===== src/core/isoch_rx_cfg.svh =====
// Purpose: offsets, field positions, reset values and bus answers of the isochronous context registers
// Assumes: 12-bit byte addresses on the register bus
// Notes:   definitions only
`ifndef ISOCH_RX_CFG_SVH
`define ISOCH_RX_CFG_SVH

`define TX_CONTEXTS        8
`define RX_CONTEXTS        4
`define TXPTR_BASE         12'h20c
`define TXPTR_STRIDE       12'h010
`define RXCTL_SET_BASE     12'h400
`define RXCTL_CLR_BASE     12'h404
`define RXCTL_STRIDE       12'h020
`define RXCTL_SPAN         12'h080

`define BIT_PACK_FILL      31
`define BIT_HEADER_KEEP    30
`define BIT_START_ON_CYCLE 29
`define BIT_MULTICHANNEL   28
`define BIT_SPLIT          27
`define BIT_RUN            15
`define BIT_ACTIVE         10

`define TXPTR_RESET        32'h0000_0000
`define RESP_OKAY          2'h0
`define RESP_SLVERR        2'h2

`endif


===== src/core/isoch_rx_pkg.sv =====
// Purpose: types shared by the isochronous receive context logic
// Assumes: nothing beyond the cfg header
// Notes:   constants live in the cfg header, types here
package isoch_rx_pkg;

	typedef struct packed {
		logic pack_fill;
		logic header_keep;
		logic start_on_cycle;
		logic multichannel;
		logic split;
		logic run;
		logic active;
	} rx_ctrl_t;

	typedef struct packed {
		logic        set_en;
		logic        clr_en;
		logic [31:0] bits;
	} ctrl_write_t;

	typedef struct packed {
		logic [5:0]  channel;
		logic [15:0] status;
	} rx_pkt_t;

	typedef struct packed {
		logic [1:0]  ctx;
		logic        keep_header;
		logic        pack_fill;
		logic        split;
		logic [31:0] trailer;
	} rx_deliver_t;

	typedef struct packed {
		logic       hit_tx;
		logic       hit_rx;
		logic       clr;
		logic [2:0] idx;
	} reg_decode_t;

endpackage : isoch_rx_pkg


===== src/core/rx_ctx_ctrl.sv =====
// Purpose: control bits of one isochronous receive context
// Assumes: one write strobe per cycle, set or clear
// Notes:   active follows run and the start-on-cycle condition
`timescale 1ns/1ps
`default_nettype none
`include "isoch_rx_cfg.svh"

module rx_ctx_ctrl (
	// clock and reset
	input  wire logic                      clk,
	input  wire logic                      rst_n,
	// software write
	input  wire isoch_rx_pkg::ctrl_write_t wr,
	// cycle-start events
	input  wire logic                      cyc_start,
	input  wire logic [12:0]               cyc_number,
	input  wire logic [12:0]               match_cycle,
	// state
	output var  isoch_rx_pkg::rx_ctrl_t    ctrl
);

	isoch_rx_pkg::rx_ctrl_t ctrl_reg;
	isoch_rx_pkg::rx_ctrl_t ctrl_next;

	function automatic logic apply_bit(input logic cur, input logic s, input logic c);
		return (cur | s) & ~c;
	endfunction : apply_bit

	wire [31:0] set_v     = wr.set_en ? wr.bits : 32'h0000_0000;
	wire [31:0] clr_v     = wr.clr_en ? wr.bits : 32'h0000_0000;
	wire        busy      = ctrl_reg.run | ctrl_reg.active;
	wire        cycle_hit = cyc_start & (cyc_number == match_cycle);
	wire        run_next  = apply_bit(ctrl_reg.run, set_v[`BIT_RUN], clr_v[`BIT_RUN]);
	wire        split_next = busy ? ctrl_reg.split :
		apply_bit(ctrl_reg.split, set_v[`BIT_SPLIT], clr_v[`BIT_SPLIT]);
	// start is taken from the present run so a context never starts in the cycle software sets run
	wire        active_next = ctrl_reg.run & run_next &
		(ctrl_reg.active | ~ctrl_reg.start_on_cycle | cycle_hit);

	always_comb begin
		ctrl_next              = ctrl_reg;
		ctrl_next.run          = run_next;
		ctrl_next.active       = active_next;
		ctrl_next.split        = split_next;
		ctrl_next.header_keep  = apply_bit(ctrl_reg.header_keep, set_v[`BIT_HEADER_KEEP], clr_v[`BIT_HEADER_KEEP]);
		ctrl_next.pack_fill    = split_next ? 1'b0 :
			apply_bit(ctrl_reg.pack_fill, set_v[`BIT_PACK_FILL], clr_v[`BIT_PACK_FILL]);
		ctrl_next.multichannel = split_next ? 1'b0 :
			apply_bit(ctrl_reg.multichannel, set_v[`BIT_MULTICHANNEL], clr_v[`BIT_MULTICHANNEL]);
		// hardware clear wins here: an active context must not re-arm a cycle match
		ctrl_next.start_on_cycle = active_next ? 1'b0 :
			apply_bit(ctrl_reg.start_on_cycle, set_v[`BIT_START_ON_CYCLE], clr_v[`BIT_START_ON_CYCLE]);
	end

	always_ff @(posedge clk or negedge rst_n) begin
		if (!rst_n) begin
			ctrl_reg <= '0;
		end else begin
			ctrl_reg <= ctrl_next;
		end
	end

	assign ctrl = ctrl_reg;
endmodule : rx_ctx_ctrl
`default_nettype wire


===== src/core/rx_pkt_route.sv =====
// Purpose: choose the receive context for each packet and describe how it is stored
// Assumes: one packet descriptor per pkt_valid pulse
// Notes:   lowest-numbered accepting context wins
`timescale 1ns/1ps
`default_nettype none

module rx_pkt_route (
	// clock and reset
	input  wire logic                               clk,
	input  wire logic                               rst_n,
	// context state and filters
	input  wire isoch_rx_pkg::rx_ctrl_t [3:0]       ctrl,
	input  wire logic [3:0][5:0]                    match_channel,
	input  wire logic [63:0]                        chan_mask,
	// cycle timer
	input  wire logic                               cyc_start,
	input  wire logic [2:0]                         cyc_seconds,
	input  wire logic [12:0]                        cyc_number,
	// packets in
	input  wire logic                               pkt_valid,
	input  wire isoch_rx_pkg::rx_pkt_t              pkt,
	// packets out
	output logic                                    deliver_valid,
	output var  isoch_rx_pkg::rx_deliver_t          deliver,
	output logic                                    pkt_miss
);

	logic [15:0]               stamp_reg;
	logic                      valid_reg;
	logic                      miss_reg;
	isoch_rx_pkg::rx_deliver_t deliver_reg;
	isoch_rx_pkg::rx_deliver_t deliver_next;
	logic                      hit;
	logic [3:0]                accepts;

	function automatic logic ctx_accepts(input isoch_rx_pkg::rx_ctrl_t c, input logic [5:0] mch,
		input logic [63:0] mask, input logic [5:0] ch);
		// multichannel ignores the match channel and follows the mask only
		return c.active & (c.multichannel ? mask[ch] : (ch == mch));
	endfunction : ctx_accepts

	always_comb begin
		hit          = 1'b0;
		deliver_next = '0;
		for (int i = 3; i >= 0; i--) begin
			accepts[i] = ctx_accepts(ctrl[i], match_channel[i], chan_mask, pkt.channel);
			if (accepts[i]) begin
				hit                      = 1'b1;
				deliver_next.ctx         = 2'(i);
				deliver_next.keep_header = ctrl[i].header_keep;
				deliver_next.pack_fill   = ctrl[i].pack_fill;
				deliver_next.split       = ctrl[i].split;
				deliver_next.trailer     = ctrl[i].header_keep ? {pkt.status, stamp_reg} : 32'h0000_0000;
			end
		end
	end

	always_ff @(posedge clk or negedge rst_n) begin
		if (!rst_n) begin
			stamp_reg   <= 16'h0000;
			valid_reg   <= 1'b0;
			miss_reg    <= 1'b0;
			deliver_reg <= '0;
		end else begin
			if (cyc_start) begin
				stamp_reg <= {cyc_seconds, cyc_number};
			end
			valid_reg <= pkt_valid & hit;
			miss_reg  <= pkt_valid & ~hit;
			if (pkt_valid & hit) begin
				deliver_reg <= deliver_next;
			end
		end
	end

	assign deliver_valid = valid_reg;
	assign deliver       = deliver_reg;
	assign pkt_miss      = miss_reg;
endmodule : rx_pkt_route
`default_nettype wire


===== src/core/isoch_rx_context_control.sv =====
// Purpose: isochronous context registers behind an AXI4-Lite slave, with receive routing
// Assumes: one clock; packet and cycle inputs synchronous to CLK
// Notes:   registers answer one cycle after both write halves, or after the read address, are held
//
// Notes on behaviour
// - transmit context n pointer reads at 20Ch plus 16n, n 0 to 7.
// - transmit pointer is read-only and readable while the context runs.
// - receive context n control: set at 400h+32n, clear at 404h+32n.
// - pack-fill bit 31 packs packets into full buffers, else one per buffer.
// - header-keep bit 30 keeps header, appends status and 16-bit cycle timestamp.
// - header-keep clear strips the header, storing payload only.
// - start-on-cycle bit 29 delays start until cycle-start number matches.
// - hardware clears start-on-cycle bit 29 once the context is active.
// - multichannel bit 28 accepts every masked channel, ignoring match channel.
// - without multichannel only the match channel is accepted.
// - split bit 27 streams first and second payload parts to separate buffers.
// - split mode forces multichannel and pack-fill bits to zero.
// - writes to split bit 27 are ignored while active or run.
// - reserved bits 26 to 16 read as zero.
// - run bit 15 changes only by software or reset.
// - active bit 10 is one while the context processes descriptors.
`timescale 1ns/1ps
`default_nettype none
`include "isoch_rx_cfg.svh"

module isoch_rx_context_control (
	// clock and reset
	input  wire logic                      CLK,
	input  wire logic                      RSTN,
	// axi4-lite write address and data
	input  wire logic                      AWVALID,
	output logic                           AWREADY,
	input  wire logic [11:0]               AWADDR,
	input  wire logic [2:0]                AWPROT,
	input  wire logic                      WVALID,
	output logic                           WREADY,
	input  wire logic [31:0]               WDATA,
	input  wire logic [3:0]                WSTRB,
	// axi4-lite write response
	output logic                           BVALID,
	input  wire logic                      BREADY,
	output logic [1:0]                     BRESP,
	// axi4-lite read
	input  wire logic                      ARVALID,
	output logic                           ARREADY,
	input  wire logic [11:0]               ARADDR,
	input  wire logic [2:0]                ARPROT,
	output logic                           RVALID,
	input  wire logic                      RREADY,
	output logic [31:0]                    RDATA,
	output logic [1:0]                     RRESP,
	// transmit pointer load from the descriptor engine
	input  wire logic [7:0]                TX_PTR_LOAD,
	input  wire logic [31:0]               TX_PTR_VALUE,
	// receive filters and cycle timer
	input  wire logic [3:0][12:0]          MATCH_CYCLE,
	input  wire logic [3:0][5:0]           MATCH_CHANNEL,
	input  wire logic [63:0]               CHAN_MASK,
	input  wire logic                      CYC_START,
	input  wire logic [2:0]                CYC_SECONDS,
	input  wire logic [12:0]               CYC_NUMBER,
	// received packets
	input  wire logic                      PKT_VALID,
	input  wire isoch_rx_pkg::rx_pkt_t     PKT,
	// storage directions and context state
	output logic                           DELIVER_VALID,
	output var  isoch_rx_pkg::rx_deliver_t DELIVER,
	output logic                           PKT_MISS,
	output var  isoch_rx_pkg::rx_ctrl_t [3:0] RX_CTRL
);

	logic [31:0]            tx_ptr_reg [`TX_CONTEXTS];
	logic                   aw_held_reg;
	logic                   w_held_reg;
	logic [11:0]            awaddr_reg;
	logic [31:0]            wdata_reg;
	logic [3:0]             wstrb_reg;
	logic                   awready_reg;
	logic                   wready_reg;
	logic                   bvalid_reg;
	logic [1:0]             bresp_reg;
	logic                   arready_reg;
	logic                   rvalid_reg;
	logic [31:0]            rdata_reg;
	logic [1:0]             rresp_reg;
	logic                   rd_rx_reg;
	isoch_rx_pkg::rx_ctrl_t [3:0]      ctrl;
	isoch_rx_pkg::ctrl_write_t [3:0]   ctrl_wr;

	function automatic isoch_rx_pkg::reg_decode_t decode(input logic [11:0] a);
		isoch_rx_pkg::reg_decode_t d;
		logic [11:0] tx_off;
		logic [11:0] rx_off;
		d      = '0;
		tx_off = a - `TXPTR_BASE;
		rx_off = a - `RXCTL_SET_BASE;
		// tx pointers sit 16 bytes apart; the gaps belong to other registers not held here
		d.hit_tx = (a >= `TXPTR_BASE) && (tx_off[3:0] == 4'h0) &&
			(tx_off < 12'(`TX_CONTEXTS) * `TXPTR_STRIDE);
		d.hit_rx = (a >= `RXCTL_SET_BASE) && (rx_off < `RXCTL_SPAN) &&
			((rx_off[4:0] == 5'h00) || (rx_off[4:0] == 5'h04));
		d.clr    = rx_off[2];
		d.idx    = d.hit_tx ? tx_off[6:4] : {1'b0, rx_off[6:5]};
		return d;
	endfunction : decode

	function automatic logic [31:0] lane_mask(input logic [3:0] s);
		return {{8{s[3]}}, {8{s[2]}}, {8{s[1]}}, {8{s[0]}}};
	endfunction : lane_mask

	function automatic logic [31:0] ctrl_word(input isoch_rx_pkg::rx_ctrl_t c);
		logic [31:0] w;
		w                      = 32'h0000_0000;
		w[`BIT_PACK_FILL]      = c.pack_fill;
		w[`BIT_HEADER_KEEP]    = c.header_keep;
		w[`BIT_START_ON_CYCLE] = c.start_on_cycle;
		w[`BIT_MULTICHANNEL]   = c.multichannel;
		w[`BIT_SPLIT]          = c.split;
		w[`BIT_RUN]            = c.run;
		w[`BIT_ACTIVE]         = c.active;
		return w;
	endfunction : ctrl_word

	// write path
	wire                            do_write   = aw_held_reg & w_held_reg & ~bvalid_reg;
	wire isoch_rx_pkg::reg_decode_t wr_dec     = decode(awaddr_reg);
	wire [31:0]                     wr_bits    = wdata_reg & lane_mask(wstrb_reg);
	wire                            aw_take    = AWVALID & awready_reg;
	wire                            w_take     = WVALID & wready_reg;
	wire                            aw_next    = aw_take | (aw_held_reg & ~do_write);
	wire                            w_next     = w_take | (w_held_reg & ~do_write);
	wire                            bvalid_next = do_write | (bvalid_reg & ~BREADY);
	// only rx control is writable; the tx pointer is read-only
	wire [1:0]                      wr_resp    = wr_dec.hit_rx ? `RESP_OKAY : `RESP_SLVERR;

	// read path
	wire                            ar_take    = ARVALID & arready_reg;
	wire isoch_rx_pkg::reg_decode_t rd_dec     = decode(ARADDR);
	wire                            rvalid_next = ar_take | (rvalid_reg & ~RREADY);
	wire [31:0]                     rd_word    = rd_dec.hit_tx ? tx_ptr_reg[rd_dec.idx] :
		rd_dec.hit_rx ? ctrl_word(ctrl[rd_dec.idx[1:0]]) : 32'h0000_0000;

	always_ff @(posedge CLK or negedge RSTN) begin
		if (!RSTN) begin
			aw_held_reg <= 1'b0;
			w_held_reg  <= 1'b0;
			awaddr_reg  <= 12'h000;
			wdata_reg   <= 32'h0000_0000;
			wstrb_reg   <= 4'h0;
			awready_reg <= 1'b1;
			wready_reg  <= 1'b1;
			bvalid_reg  <= 1'b0;
			bresp_reg   <= `RESP_OKAY;
		end else begin
			aw_held_reg <= aw_next;
			w_held_reg  <= w_next;
			awready_reg <= ~aw_next & ~bvalid_next;
			wready_reg  <= ~w_next & ~bvalid_next;
			bvalid_reg  <= bvalid_next;
			if (aw_take) begin
				awaddr_reg <= AWADDR;
			end
			if (w_take) begin
				wdata_reg <= WDATA;
				wstrb_reg <= WSTRB;
			end
			if (do_write) begin
				bresp_reg <= wr_resp;
			end
		end
	end

	always_ff @(posedge CLK or negedge RSTN) begin
		if (!RSTN) begin
			arready_reg <= 1'b1;
			rvalid_reg  <= 1'b0;
			rdata_reg   <= 32'h0000_0000;
			rresp_reg   <= `RESP_OKAY;
			rd_rx_reg   <= 1'b0;
		end else begin
			arready_reg <= ~rvalid_next;
			rvalid_reg  <= rvalid_next;
			if (ar_take) begin
				rdata_reg <= rd_word;
				rresp_reg <= (rd_dec.hit_tx | rd_dec.hit_rx) ? `RESP_OKAY : `RESP_SLVERR;
				rd_rx_reg <= rd_dec.hit_rx;
			end
		end
	end

	// pointers load from the fetch engine only; software cannot write them
	always_ff @(posedge CLK or negedge RSTN) begin
		if (!RSTN) begin
			for (int i = 0; i < `TX_CONTEXTS; i++) begin
				tx_ptr_reg[i] <= `TXPTR_RESET;
			end
		end else begin
			for (int i = 0; i < `TX_CONTEXTS; i++) begin
				if (TX_PTR_LOAD[i]) begin
					tx_ptr_reg[i] <= TX_PTR_VALUE;
				end
			end
		end
	end

	for (genvar n = 0; n < `RX_CONTEXTS; n++) begin : g_rx
		wire sel = do_write & wr_dec.hit_rx & (wr_dec.idx[1:0] == 2'(n));
		assign ctrl_wr[n] = '{set_en: sel & ~wr_dec.clr, clr_en: sel & wr_dec.clr, bits: wr_bits};
		rx_ctx_ctrl u_ctx (
			.clk         (CLK),
			.rst_n       (RSTN),
			.wr          (ctrl_wr[n]),
			.cyc_start   (CYC_START),
			.cyc_number  (CYC_NUMBER),
			.match_cycle (MATCH_CYCLE[n]),
			.ctrl        (ctrl[n])
		);
	end

	rx_pkt_route u_route (
		.clk           (CLK),
		.rst_n         (RSTN),
		.ctrl          (ctrl),
		.match_channel (MATCH_CHANNEL),
		.chan_mask     (CHAN_MASK),
		.cyc_start     (CYC_START),
		.cyc_seconds   (CYC_SECONDS),
		.cyc_number    (CYC_NUMBER),
		.pkt_valid     (PKT_VALID),
		.pkt           (PKT),
		.deliver_valid (DELIVER_VALID),
		.deliver       (DELIVER),
		.pkt_miss      (PKT_MISS)
	);

	assign AWREADY = awready_reg;
	assign WREADY  = wready_reg;
	assign BVALID  = bvalid_reg;
	assign BRESP   = bresp_reg;
	assign ARREADY = arready_reg;
	assign RVALID  = rvalid_reg;
	assign RDATA   = rdata_reg;
	assign RRESP   = rresp_reg;
	assign RX_CTRL = ctrl;
endmodule : isoch_rx_context_control
`default_nettype wire


===== config.mk =====
export PLATFORM = sky130hd
export DESIGN_NAME = isoch_rx_context_control
export DESIGN_NICKNAME = d
export VERILOG_FILES = /design/src/core/isoch_rx_pkg.sv /design/src/core/rx_ctx_ctrl.sv /design/src/core/rx_pkt_route.sv /design/src/core/isoch_rx_context_control.sv
export VERILOG_INCLUDE_DIRS = /design/src /design/src/core
export SDC_FILE = /design/constraint.sdc
export NUM_CORES = 1
export LEC_CHECK = 0
export ABC_AREA = 1
export BUFFER_PORTS_ARGS = -buffer_cell sky130_fd_sc_hd__clkbuf_2
export CAP_MARGIN = 20
export CORE_MARGIN = 3
export CORE_UTILIZATION = 50
export DETAILED_ROUTE_END_ITERATION = 8
export PLACE_DENSITY_LB_ADDON = 0.3
export SLEW_MARGIN = 10
export SYNTH_ARGS = -nofsm -noshare
export SYNTH_HDL_FRONTEND = slang
export SYNTH_HIERARCHICAL = 1
export SYNTH_SLANG_ARGS = --single-unit

===== constraint.sdc =====
create_clock -name CLK -period 3.1 [get_ports CLK]
set_input_delay 0.31 -clock CLK [delete_from_list [all_inputs] [get_ports CLK]]
set_output_delay 0.31 -clock CLK [all_outputs]
set_load 0.03 [all_outputs]

Word-level counts from Yosys, hierarchy flattened
Index checks and enable logic that the tools add are counted.
{"block": "op_classes", "addsub": 4, "n_lt_le_gt_ge": 11, "n_eq_ne": 13, "mux": 53, "bitwise": 147, "n_reduce_logical": 15}
{"cell": "$mux W32", "n": 16}
{"cell": "$mux W37", "n": 4}
{"cell": "$bmux W32 S3", "n": 1}
{"cell": "$and A1 B1 Y1", "n": 66}
{"cell": "$eq A13 B13 Y1", "n": 4}
{"cell": "$lt A12 B8 Y1 const B", "n": 4}
{"cell": "$or A1 B1 Y1", "n": 41}
{"cell": "$not A1 Y1", "n": 38}
{"cell": "$and A32 B32 Y32", "n": 1}
{"cell": "$mux W1", "n": 25}
{"cell": "$eq A6 B6 Y1", "n": 4}
{"cell": "$ge A12 B10 Y1 const B", "n": 2}
{"cell": "$ge A12 B11 Y1 const B", "n": 2}
{"cell": "$sub A12 B10 Y12 const B", "n": 2}
{"cell": "$sub A12 B11 Y12 const B", "n": 2}
{"cell": "$bmux W7 S2", "n": 1}
{"cell": "$eq A5 B3 Y1 const B", "n": 2}
{"cell": "$logic_not A5 Y1", "n": 2}
{"cell": "$logic_and A1 B1 Y1", "n": 8}
{"cell": "$logic_not A4 Y1", "n": 2}
{"cell": "$lt A6 B7 Y1 const B", "n": 1}
{"cell": "$mux W7", "n": 1}
{"cell": "$bmux W1 S6", "n": 1}
{"cell": "$mux W2", "n": 3}
{"cell": "other kinds (8)", "n": 10}
{"block": "word_totals", "regBits": 430, "input_bits": 293, "out_inout_bits": 108, "elab_cells": 300}

Logic depth before layout (Yosys ltp)
{"block": "depth", "ltp_word": 14, "depth_mapped": 22, "ltp_nobuf": 19}

Modules after synthesis
Netlist, hierarchy kept.
{"mod": "isoch_rx_context_control", "instances": 1, "cells_per_inst": 1756, "area_each_um2": 16180.5, "seq_area_each_um2": 8637.0}
{"mod": "rx_pkt_route", "instances": 1, "cells_per_inst": 613, "area_each_um2": 4027.6, "seq_area_each_um2": 1376.3}
{"mod": "rx_ctx_ctrl", "instances": 4, "cells_per_inst": 109, "area_each_um2": 609.3, "seq_area_each_um2": 175.2}

Worst setup path before layout
OpenSTA, ideal clock, no wires.
{"block": "synth_path", "path_kind": "register -> register", "startpoint": "reg awaddr_reg[2]", "endpoint": "reg g_rx[1].u_ctx.ctrl_reg, in the netlist g_rx[1].u_ctx/ctrl[3]", "setup_time_ns": 0.080, "arrival_time_ns": 2.303, "required_ns": 3.020, "setup_slack_ns": 0.717, "path_stages_with_launch": 14, "path_buffers": 0, "synth_period_minus_slack_ns": 2.383, "path_cell_list": "dfrtp_1 > nand2_1 > inv_1 > nor2_1 > nand3_1 > xor2_1 > o211ai_1 > o21ai_1 > inv_1 > nor3_1 > inv_2 > o22ai_1 > inv_2 > nor3b_2"}
{"element": "start: declaration", "line_no": "isoch_rx_context_control.sv:75", "text": "logic [11:0] awaddr_reg;"}
{"element": "start signal: assignment", "line_no": "isoch_rx_context_control.sv:147", "text": "awaddr_reg <= 12'h000;"}
{"element": "start signal: assignment", "line_no": "isoch_rx_context_control.sv:161", "text": "awaddr_reg <= AWADDR;"}
{"element": "end signal: assignment", "line_no": "rx_ctx_ctrl.sv:59", "text": "ctrl_reg <= ctrl_next;"}
{"element": "end: declaration", "line_no": "rx_ctx_ctrl.sv:22", "text": "isoch_rx_pkg::rx_ctrl_t ctrl_reg;"}

Worst setup path in the final report
{"block": "layout_path", "startpoint": "reg g_rx[2].u_ctx.ctrl_reg, in the netlist g_rx[2].u_ctx/ctrl[3]", "endpoint": "reg u_route.deliver_reg, in the netlist u_route/deliver[11]"}
{"block": "layout_between", "elab_chain_len": 6, "elab_cells_between_ends": 9, "cone_classes": "mux: 7; bitwise: 2"}
{"element": "start: declaration", "line_no": "rx_ctx_ctrl.sv:22"}
{"element": "start signal: assignment", "line_no": "rx_ctx_ctrl.sv:59"}
{"element": "$mux W1 (*)", "line_no": "rx_pkt_route.sv:39", "text": "return c.active & (c.multichannel ? mask[ch] : (ch == mch));"}
{"element": "$and A1 B1 Y1 (*)", "line_no": "rx_pkt_route.sv:39"}
{"element": "$mux W1 (3 in series)", "line_no": "rx_pkt_route.sv:47", "text": "if (accepts[i]) begin"}
{"element": "$and A1 B1 Y1", "line_no": "rx_pkt_route.sv:70", "text": "if (pkt_valid & hit) begin"}
{"element": "end signal: assignment", "line_no": "rx_pkt_route.sv:71", "text": "deliver_reg <= deliver_next;"}
{"element": "end: declaration", "line_no": "rx_pkt_route.sv:31", "text": "isoch_rx_pkg::rx_deliver_t deliver_reg;"}
Mark *: on every way between the ends. The rest lies on a longest branch, timed or not.
A chain may end at the register's enable or synchronous reset.

==> flow_summary.ini <==
[status]
run_status = finished, final reports clean

[finish]
final_net_count = 3328
number_of_flip_flops_under_the_largest_register_name = 256
final_util_pct = 60.2
flow.area_growth_from_synthesis_pct = 18.3
share_of_post_route_cells_with_drive_strength_above_1_pct = 23.5
layout.cells.non_filler = 3609

[routing]
drc = 0
dr.first_iter.drc_count = 1648
drt_wl_total_mm = 63.0
residual_antenna_violating_net_count_after_detailed_routing = 0
router_iterations_before_antenna_repair = 9
routed-via-count = 19500
routed_wire_length_per_instance_um = 17.5
drt-vias-per-instance = 5.41

[global_route]
grt_start_max_net_pins = 126
first_global_vias = 18900
wire_length_of_the_first_global_routing_pass_mm = 99.0
globalRoute.totalOverflow = 0
grt_usage_pct = 27.4
grt_antenna_before_repair = 6

[clock_tree]
numClockSinks = 400
buffer_type_at_the_clock_tree_root = sky130_fd_sc_hd__clkbuf_16
worst_setup_hold_path_clk_slew_ns = 0.06
clock_tree.buffer_depth = 3
htreeDepth = 2
post-cts-setup-buffers = 0
cts_tree = built
cts_inserted_buffers = 44
clk-insertion-delay-late_ns = 0.59

[timing]
timing.setup.tns_ns = 0
tightest_slew_ns = 0.950
timing.max_slew.rel_slack_pct = 36.7
rsz0062_at_grt = no
clock_skew_ns = 0.0262
fmax_mhz = 362
timing_max_transition_violations_final = 0
setup_violations = 0
final.hold.worst_slack_ns = 0.0381
layout_min_cycle_time_ns = 2.76
timing.final.crit_share_pct = 89.1
finalHoldViolCount = 0

[worst_setup_path]
required_ns = 3.54
crit_path_cell_trace = nor4_1, nand3_1, nand2_4, nand2_4, nand2_2, nand2_2, nand2_4, nand2_2, nor2_4, nor2_1
critical_path.endpoint_type = register
setup.worst_path.end = u_route/deliver[11]
worst_reg2reg_endpoint = u_route/deliver[11]
timing.rr.start = g_rx[2].u_ctx/ctrl[3]
reg2reg_slack_ns = 0.34
timing.critical_path.arrival_ns = 3.20
setup.worst_path.class = register to register
worstSetupStartpoint = g_rx[2].u_ctx/ctrl[3]
worst_path_max_fanout = 31
critical_path.max_stage_delay_ns = 0.53
cp_launch_type = register
worst_r2r_path_depth = 10
crit_path_top_delay_cell = sky130_fd_sc_hd__dfrtp_1

[power]
clock_power_share_pct = 37.8
netSwitchingFraction_pct = 28.8
total_power_mw = 13.5
ir_worst_vdd_uv = 410
pwr-share-comb_pct = 17.4
leakagePower_nw = 13.5
power.net_switching_mw = 3.90
pwr-share-seq_pct = 44.7
cell_internal_pwr_mw = 9.63
power_density_mw_per_mm2 = 534

[yosys]
post_synth_instance_area_mm2 = 0.0214
postSynthCellCount = 2694
ys_warn_count = 6
syn_area_per_cell_um2 = 7.95

[run]
drv_cap = 0

[min_path]
worstHoldPathType = input pin to register

[placed_design]
dp_hpwl_mm = 42.5
post-place-cells = 3500
finalWeightedCongestion = 0.899
numPortBuffers = 364

[die]
io_pins = 401
initial_utilization_pct = 50.8
die_w_um = 213
die_height_um = 213
placeableCoreArea_mm2 = 0.0421
die_area_mm2 = 0.0454
row_count = 75
[worst max-delay path: cells and delay by family, from the launching register on]
family	cells	cell delay, ns
simple gates	10	2.09
flops	1	0.53
[power groups by stage]
stage | Clock [mW] | Combinational (mW) | Sequential, mW
6_report | 5.12 | 2.36 | 6.05
5_1_grt | 5.44 | 2.65 | 6.11
4_1_cts | 5.22 | 2.35 | 6.05
3_5_place_dp | 0 | 2.31 | 6.14
3_3_place_gp | 0 | 2.23 | 6.11
2_1_floorplan | 0 | 1.44 | 6.17
[per-stage QoR]
stage          area (µm²)  setup WS, ns
6_report            25300         0.339
5_1_grt             25300        0.0927
4_1_cts             25300         0.190
3_5_place_dp        23600       -0.0368
3_3_place_gp        23600        0.0762
2_1_floorplan       21400         0.717
[layout make-up]
class                           instances  area (µm²)
Clock inverter                         13         135
Sequential cell                       400       10000
Timing Repair Buffer                  439        2550
Inverter                              330        1240
Clock buffer                           65        1280
Fill cell                            3672       16800
Tap cell                              539         674
Antenna cell                            3        7.51
Multi-Input combinational cell       1820        9440
[layout by cell type, fill, tap and decap left out, types with 14 or more instances in the layout]
master                          instances
sky130_fd_sc_hd__mux2_2               172
sky130_fd_sc_hd__o211ai_1              52
sky130_fd_sc_hd__inv_1                314
sky130_fd_sc_hd__buf_4                 40
sky130_fd_sc_hd__or2_0                 15
sky130_fd_sc_hd__inv_2                 14
sky130_fd_sc_hd__nand4_1               17
sky130_fd_sc_hd__clkbuf_16             45
sky130_fd_sc_hd__dfrtp_1              397
sky130_fd_sc_hd__o21ai_0              132
sky130_fd_sc_hd__a21oi_1               30
sky130_fd_sc_hd__nand2_1              876
sky130_fd_sc_hd__nand3_1              302
sky130_fd_sc_hd__nand2_2               14
sky130_fd_sc_hd__clkbuf_2             363
sky130_fd_sc_hd__dlygate4sd3_1         28
sky130_fd_sc_hd__nor2_1               110
[timing repair]
action / CTS / global route
resized for setup: 0 / 2
endpoints found under the setup margin: 0 / 8
hold buffers: 28 / 0
hold endpoints to repair: 216 / 0
[worst min-delay path by stage]
| stage | start | end | slack (ns) | cells after the start |
|---|---|---|---|---|
| detailed placement | RSTN | tx_ptr_reg[47] | 0.18 | 1 |
| global placement | RSTN | tx_ptr_reg[47] | 0.18 | 1 |
| CTS | PKT[14] | u_route/deliver[30] | 0.005 | 5 |
| floorplan | RSTN | BRESP[1] | 0.01 | 0 |
| finish | PKT[14] | u_route/deliver[30] | 0.04 | 5 |
| global route | TX_PTR_VALUE[4] | tx_ptr_reg[36] | 0.04 | 3 |
[routing by layer]
metal | routed length [µm] | vias to the layer above | part of all wire (%) | track usage [%]
met5 | 46 | - | 0.073 | 0
li1 | - | 9232 | - | -
met1 | 25900 | 9355 | 41 | 36.1
met3 | 4930 | 145 | 7.8 | 5.55
met4 | 2140 | 6 | 3.4 | 10.3
met2 | 30000 | 775 | 48 | 45.0
Power figures use the tool's default switching activity.
